### config.mk
export PLATFORM = sky130hd
export DESIGN_NAME = protocol_capability_control_regs
export DESIGN_NICKNAME = d
export VERILOG_FILES = /design/src/rtl/capability_word.v /design/src/rtl/protocol_capability_control_regs.v
export VERILOG_INCLUDE_DIRS = /design/src /design/src/inc
export SDC_FILE = /design/constraint.sdc
export NUM_CORES = 1
export LEC_CHECK = 0
export CELL_PAD_IN_SITES_DETAIL_PLACEMENT = 1
export CELL_PAD_IN_SITES_GLOBAL_PLACEMENT = 1
export CORE_UTILIZATION = 45
export CTS_BUF_LIST = sky130_fd_sc_hd__clkbuf_16
export DETAILED_ROUTE_END_ITERATION = 8
export DONT_BUFFER_PORTS = 1
export GPL_TIMING_DRIVEN = 0
export PLACE_DENSITY_LB_ADDON = 0.1
export SLEW_MARGIN = 30
export SYNTH_ARGS = -nofsm -noshare
export SYNTH_HDL_FRONTEND = slang
export SYNTH_SLANG_ARGS = --single-unit
### constraint.sdc
create_clock -name sys_clk -period 2.55 [get_ports sys_clk]
set_clock_uncertainty 0.2 [all_clocks]
set_input_delay 0.255 -clock sys_clk [delete_from_list [all_inputs] [get_ports sys_clk]]
set_output_delay 0.255 -clock sys_clk [all_outputs]
set_load 0.005 [all_outputs]
### src/inc/protocol_regs_defs.vh
`ifndef PROTOCOL_REGS_DEFS_VH
`define PROTOCOL_REGS_DEFS_VH

// Configuration-space byte offsets.
`define CAPABILITY_OFFSET   12'h00A
`define CONTROL_OFFSET      12'h00C
`define LOCK_OFFSET         12'h014

// Capability field positions.
`define CAP_CACHE_BIT       0
`define CAP_IO_BIT          1
`define CAP_MEM_BIT         2
`define CAP_HWINIT_BIT      3
`define CAP_RANGE_LO        4
`define CAP_RANGE_HI        5
`define CAP_ISOLATE_BIT     14

// Control field positions.
`define CTL_CACHE_BIT       0
`define CTL_IO_BIT          1
`define CTL_MEM_BIT         2
`define CTL_COVER_LO        3
`define CTL_COVER_HI        7
`define CTL_GRAN_LO         8
`define CTL_GRAN_HI         10
`define CTL_CLEAN_BIT       11
`define CTL_ISOLATE_BIT     14

// Writable control bits: 0, 2, 7:3, 10:8, 11, 14.
`define CTL_LOCKABLE_MASK   16'h4FFD
`define CTL_RESET           16'h0000
`define LOCK_BIT            0
`define LOCK_RESET          1'b0
`define RDATA_IDLE          16'h0000

// Range-count codes.
`define RANGE_NONE          2'h0
`define RANGE_TWO           2'h2
`define RANGE_RESERVED      2'h3

`endif

### src/rtl/capability_word.v
`timescale 1ns/1ps
`include "protocol_regs_defs.vh"

// Builds the constant capability word from strap parameters.
module capability_word #(
  parameter       CACHE_CAPABLE   = 1,
  parameter       MEM_CAPABLE     = 1,
  parameter       HW_INIT         = 1,
  parameter [1:0] RANGE_COUNT     = 2'h1,
  parameter       ISOLATE_CAPABLE = 1
) (
  output wire [15:0] cap_word
);
  wire       mem_cap;
  wire [1:0] range_fix;

  assign mem_cap = (MEM_CAPABLE != 0);
  // Count is forced to zero without memory, and to at least one with it; reserved code maps to two.
  assign range_fix = !mem_cap ? `RANGE_NONE :
                     (RANGE_COUNT == `RANGE_NONE) ? 2'h1 :
                     (RANGE_COUNT == `RANGE_RESERVED) ? `RANGE_TWO :
                     RANGE_COUNT;

  assign cap_word[`CAP_CACHE_BIT]                 = (CACHE_CAPABLE != 0);
  assign cap_word[`CAP_IO_BIT]                    = 1'b1;
  assign cap_word[`CAP_MEM_BIT]                   = mem_cap;
  assign cap_word[`CAP_HWINIT_BIT]                = mem_cap & (HW_INIT != 0);
  assign cap_word[`CAP_RANGE_HI:`CAP_RANGE_LO]    = range_fix;
  assign cap_word[13:6]                           = 8'h00;
  assign cap_word[`CAP_ISOLATE_BIT]               = (ISOLATE_CAPABLE != 0);
  assign cap_word[15]                             = 1'b0;
endmodule

### src/rtl/protocol_capability_control_regs.v
`timescale 1ns/1ps
`include "protocol_regs_defs.vh"

module protocol_capability_control_regs #(
  parameter       CACHE_CAPABLE   = 1,
  parameter       MEM_CAPABLE     = 1,
  parameter       HW_INIT         = 1,
  parameter [1:0] RANGE_COUNT     = 2'h1,
  parameter       ISOLATE_CAPABLE = 1
) (
  input  wire        sys_clk,
  input  wire        reset,
  input  wire        cfg_read,
  input  wire        cfg_write,
  input  wire [11:0] cfg_addr,
  input  wire [1:0]  cfg_byte_en,
  input  wire [15:0] cfg_wdata,
  output reg  [15:0] cfg_rdata,
  output reg         cfg_ack,
  output reg         cache_enable,
  output reg         io_enable,
  output reg         mem_enable,
  output reg  [4:0]  host_filter_coverage,
  output reg  [2:0]  host_filter_granularity,
  output reg         clean_eviction_not_needed,
  output reg         isolation_enable,
  output reg         config_locked
);
  // Read source select codes.
  localparam [1:0] SEL_NONE = 2'b00;
  localparam [1:0] SEL_CAP  = 2'b01;
  localparam [1:0] SEL_CTL  = 2'b10;
  localparam [1:0] SEL_LOCK = 2'b11;

  wire [15:0] cap_word;
  wire [15:0] lane_mask;
  wire [15:0] write_mask;
  wire        hit_cap;
  wire        hit_ctl;
  wire        hit_lock;
  wire        ctl_write_strobe;
  wire        lock_write_strobe;
  wire        lock_set_request;
  wire [15:0] ctl_bit_write;
  wire [15:0] ctl_next;
  reg  [15:0] ctl_reg;
  reg         lock_reg;
  reg         lock_next;
  reg  [1:0]  read_sel;
  reg  [15:0] rdata_next;
  reg  [15:0] cfg_rdata_next;
  reg         cfg_ack_next;
  reg         cache_enable_next;
  reg         io_enable_next;
  reg         mem_enable_next;
  reg  [4:0]  host_filter_coverage_next;
  reg  [2:0]  host_filter_granularity_next;
  reg         clean_eviction_next;
  reg         isolation_enable_next;
  reg         config_locked_next;

  capability_word #(
    .CACHE_CAPABLE   (CACHE_CAPABLE),
    .MEM_CAPABLE     (MEM_CAPABLE),
    .HW_INIT         (HW_INIT),
    .RANGE_COUNT     (RANGE_COUNT),
    .ISOLATE_CAPABLE (ISOLATE_CAPABLE)
  ) u_cap (
    .cap_word (cap_word)
  );

  assign hit_cap  = (cfg_addr == `CAPABILITY_OFFSET);
  assign hit_ctl  = (cfg_addr == `CONTROL_OFFSET);
  assign hit_lock = (cfg_addr == `LOCK_OFFSET);
  assign lane_mask  = {{8{cfg_byte_en[1]}}, {8{cfg_byte_en[0]}}};
  // Only lockable bits are ever writable; reserved and read-only bits stay put.
  assign write_mask = lane_mask & `CTL_LOCKABLE_MASK;

  // A control write lands only while the lock is clear; the lock never blocks its own write.
  assign ctl_write_strobe  = cfg_write & hit_ctl & ~lock_reg;
  assign lock_write_strobe = cfg_write & hit_lock & cfg_byte_en[0];
  assign lock_set_request  = lock_write_strobe & cfg_wdata[`LOCK_BIT];

  // Each control bit is written on its own lane and only if it belongs to a lockable field.
  genvar idx;
  generate
    for (idx = 0; idx < 16; idx = idx + 1) begin : ctl_bit
      assign ctl_bit_write[idx] = ctl_write_strobe & write_mask[idx];
      assign ctl_next[idx]      = ctl_bit_write[idx] ? cfg_wdata[idx] : ctl_reg[idx];
    end
  endgenerate

  always @* begin
    lock_next = lock_reg;
    // Lock can only go from clear to set; no write clears it.
    if (lock_set_request) begin
      lock_next = 1'b1;
    end
  end

  // Exact offset match picks the word; any other offset reads back as zero.
  always @* begin
    read_sel = SEL_NONE;
    if (hit_cap) begin
      read_sel = SEL_CAP;
    end else if (hit_ctl) begin
      read_sel = SEL_CTL;
    end else if (hit_lock) begin
      read_sel = SEL_LOCK;
    end
  end

  always @* begin
    rdata_next = `RDATA_IDLE;
    case (read_sel)
      SEL_CAP: begin
        rdata_next = cap_word;
      end
      SEL_CTL: begin
        rdata_next              = ctl_reg & `CTL_LOCKABLE_MASK;
        rdata_next[`CTL_IO_BIT] = 1'b1;
      end
      SEL_LOCK: begin
        rdata_next[`LOCK_BIT] = lock_reg;
      end
      default: begin
        rdata_next = `RDATA_IDLE;
      end
    endcase
  end

  // Every request is answered, mapped offset or not.
  always @* begin
    cfg_ack_next   = cfg_read | cfg_write;
    cfg_rdata_next = cfg_read ? rdata_next : `RDATA_IDLE;
  end

  // Field decode of the register image; the enable outputs register it one cycle later.
  always @* begin
    cache_enable_next            = ctl_reg[`CTL_CACHE_BIT];
    io_enable_next               = 1'b1;
    mem_enable_next              = ctl_reg[`CTL_MEM_BIT];
    host_filter_coverage_next    = ctl_reg[`CTL_COVER_HI:`CTL_COVER_LO];
    host_filter_granularity_next = ctl_reg[`CTL_GRAN_HI:`CTL_GRAN_LO];
    clean_eviction_next          = ctl_reg[`CTL_CLEAN_BIT];
    isolation_enable_next        = ctl_reg[`CTL_ISOLATE_BIT];
    config_locked_next           = lock_reg;
  end

  // Lockable fields start cleared, so every sub-protocol enable except io_enable is off until software sets it.
  always @(posedge sys_clk) begin
    if (reset) begin
      ctl_reg <= `CTL_RESET;
    end else begin
      ctl_reg <= ctl_next;
    end
  end

  // The lock survives everything but reset.
  always @(posedge sys_clk) begin
    if (reset) begin
      lock_reg <= `LOCK_RESET;
    end else begin
      lock_reg <= lock_next;
    end
  end

  // The answer is a one-cycle pulse; read data is zero whenever no read is answered.
  always @(posedge sys_clk) begin
    if (reset) begin
      cfg_rdata <= `RDATA_IDLE;
      cfg_ack   <= 1'b0;
    end else begin
      cfg_rdata <= cfg_rdata_next;
      cfg_ack   <= cfg_ack_next;
    end
  end

  // Decoded enables follow the register one cycle later.
  always @(posedge sys_clk) begin
    if (reset) begin
      cache_enable              <= 1'b0;
      io_enable                 <= 1'b0;
      mem_enable                <= 1'b0;
      host_filter_coverage      <= 5'h00;
      host_filter_granularity   <= 3'h0;
      clean_eviction_not_needed <= 1'b0;
      isolation_enable          <= 1'b0;
      config_locked             <= 1'b0;
    end else begin
      cache_enable              <= cache_enable_next;
      io_enable                 <= io_enable_next;
      mem_enable                <= mem_enable_next;
      host_filter_coverage      <= host_filter_coverage_next;
      host_filter_granularity   <= host_filter_granularity_next;
      clean_eviction_not_needed <= clean_eviction_next;
      isolation_enable          <= isolation_enable_next;
      config_locked             <= config_locked_next;
    end
  end
endmodule

==> results.json <==
{
  "outcome": "finished, final reports clean",
  "vias": 953,
  "comb_power_share_pct": 3.5,
  "largest_register_ff_count": 13,
  "setup_viol": 0,
  "synth_warnings": 0,
  "max_freq_mhz": 429,
  "ys_ff_latch": 41,
  "slew_headroom_pct": 52.2,
  "overflow": 0,
  "p_leak_nw": 0.687,
  "synth_area_leader_cell": "dfxtp_1",
  "power_density_nw_per_um2": 730,
  "ant_nets": 0,
  "fin_crit_sh_pct": 91.4,
  "ctsLongestPathBuffers": 2,
  "p_int_mw": 1.01,
  "drt_iter0_drc": 27,
  "fin_crit_ps": 2330,
  "holdCritPathClass": "primary input to register",
  "fp-row-count": 20,
  "rsz0062_at_grt": "false",
  "die-area_sq_um": 3470,
  "p_sw_mw": 0.244,
  "num_antenna_cells": 0,
  "power.share.switching_pct": 19.4,
  "place.gp.congestion": 0.751,
  "fin_util_pct": 56.5,
  "antenna_found_initial": 0,
  "tightest_slew_ps": 710,
  "drc_errors": 0,
  "setup_slack_ps": 218,
  "worstPathMaxFanout": 5,
  "wl_mm": 2.91,
  "clock_latency_ps": 280,
  "ys_seq_area_share_pct": 56.3,
  "drive_gt1_share_pct": 15.2,
  "grt_pass1_vias": 1017,
  "hold_viol_final": 0,
  "path_class": "primary input to register",
  "endpoint_kind": "register",
  "hold_path.startpoint": "cfg_addr[1]",
  "slowest_stage": "dlygate4sd3_1",
  "drv_cap": 0,
  "cp_cell_sequence": "dlygate4sd3_1 -> a211o_1 -> dlygate4sd3_1 -> a21oi_1 -> dlygate4sd3_1",
  "ctsResizeCount": 0,
  "nets": 179,
  "cp_num_buf_inv": 3,
  "clkTransAtPathRegs_ps": 60,
  "finalSetupTns_ps": 0,
  "arrival_ps": 2350,
  "fp.dieW_um": 58.9,
  "pwr-share-clk_pct": 45.3,
  "syn_avg_cell_area_sq_um": 11.3,
  "power.share.sequential_pct": 51.2,
  "worstReg2RegStart": "ctl_reg[0]",
  "start_util_pct": 47.8,
  "chipHeight_um": 58.9,
  "critPathRequiredTime_ps": 2570,
  "cp-startpoint": "cfg_addr[4]",
  "irDropWorstVdd_uv": 258,
  "track_usage_pct": 18.7,
  "placed_cells": 175,
  "root_buffer": "clkbuf_16",
  "io_buffers": 0,
  "wl_per_cell_um": 15.4,
  "cts.sinks": 41,
  "tritoncts": "yes",
  "syn-instance-count": 129,
  "ios": 65,
  "synthesis.area_sq_um": 1460,
  "startpoint_type": "primary input",
  "synth_cell_types": 25,
  "path_common_cell": "dlygate4sd3_1",
  "synth_area_leaders": "dfxtp_1, nor2b_1, mux2_2, and2_1, nor4_4",
  "drtPass1Iterations": 4,
  "slew_viol_final": 0,
  "cp_slowest_stage_delay_ps": 570,
  "syn_to_final_growth_pct": 18.2,
  "cts_buffers": 5,
  "grt_pass1_wl_mm": 4.62,
  "fill_cells": 330,
  "grt_start_max_net_pins": 12,
  "pre_cts_slack_ps": 417,
  "hpwlAfterDp_mm": 2.06,
  "final_cells": 189,
  "viasPerCell": 5.04,
  "htreeDepth": 2,
  "crit_family": "buffers and inverters",
  "core-area_sq_um": 3050,
  "synth_top_area_share_pct": 56.3
}
## placed cells by master (no fill, tap or decap), types with 2 or more instances in the layout
master,synthesis,final
nand2_1,5,5
nor4bb_1,2,2
nand3b_1,2,2
buf_4,3,3
mux2_1,2,2
nor4_1,2,2
and2_1,7,7
clkbuf_1,3,3
or4bb_1,2,2
nor4_4,2,2
clkbuf_16,0,5
nand2b_1,2,2
dlygate4sd3_1,0,7
mux2_2,10,10
nor2_1,3,3
a21oi_1,6,6
conb_1,1,3
dfxtp_1,41,41
nor2b_1,26,26
or4_4,2,2
inv_1,2,3
## what timing repair did
action                    4_1_cts  5_1_grt
hold endpoints to repair        3        0
hold buffers                    7        0
buffers inserted                0        0
## metrics by stage
step	power, mW	hold WS (ps)	cell area [sq um]
global placement	0.694	184	1520
detailed placement	0.695	198	1520
finish	1.26	25.3	1720
CTS	1.27	20.6	1720
global route	1.31	38.1	1720
floorplan	0.688	171	1470
## final timing paths
path | slack (ps) | depth (start not counted) | to
hold / removal | 30 | 3 | cfg_rdata[3]
setup / recovery | 220 | 5 | cfg_rdata[0]
hold reg to reg | 240 | 1 | cfg_rdata[5]
setup reg to reg | 290 | 5 | cfg_rdata[0]
## power groups by stage
stage / logic [mW] / registers (mW) / clock network (mW)
floorplan: 0.0306 / 0.657 / 0
global placement: 0.0362 / 0.658 / 0
detailed placement: 0.0374 / 0.657 / 0
CTS: 0.0440 / 0.644 / 0.585
global route: 0.0479 / 0.643 / 0.618
finish: 0.0441 / 0.644 / 0.570
## routing by layer
layer | up-vias | wire length [um] | GRT usage [%]
met4 | 0 | 60 | 9.18
met5 | - | 0 | 0
li1 | 464 | - | -
met1 | 435 | 1180 | 20.4
met2 | 47 | 1420 | 30.4
met3 | 7 | 243 | 9.01
## logic make-up after synthesis
family                 Yosys count  share of synthesized area [%]
other                            1                          0.257
multiplexers                    12                           9.26
AND/OR/NAND/NOR                 59                           28.1
AO/OA/AOI/OAI                    8                           3.26
buffers and inverters            8                           2.83
flip-flops                      41                           56.3
## synth_stat cells
master	number
nor4_4	2
and2_1	7
nand2b_1	2
a41oi_1	1
a21oi_1	6
nand2_1	5
nor2_1	3
and4_1	1
mux2_1	2
a211o_1	1
nand4_1	1
buf_4	3
nor2b_1	26
and3_1	1
clkbuf_1	3
nor4_1	2
or4bb_1	2
nand3b_1	2
or4_4	2
nor4bb_1	2
inv_1	2
nand3_1	1
mux2_2	10
dfxtp_1	41
conb_1	1
## final cells by class
type | instances | area (sq um) | share of cell area, %
clock inverters | 2 | 7.51 | 0.435
multi-input cells | 82 | 604 | 35.1
repair buffers | 7 | 70.1 | 4.06
flip-flops and latches | 41 | 821 | 47.6
plain buffers | 6 | 33.8 | 1.96
inverters | 2 | 7.51 | 0.435
clock buffers | 5 | 125 | 7.26
well taps | 44 | 55.1 | 3.19
## worst reg2reg max path, delay by kind of cell, from the launching register on
family                 cells  cell delay [ps]
buffers and inverters      2             1140
AO/OA/AOI/OAI              2              440
flip-flops                 1              330
AND/OR/NAND/NOR            1               90
(Power assumes the default switching activity.)
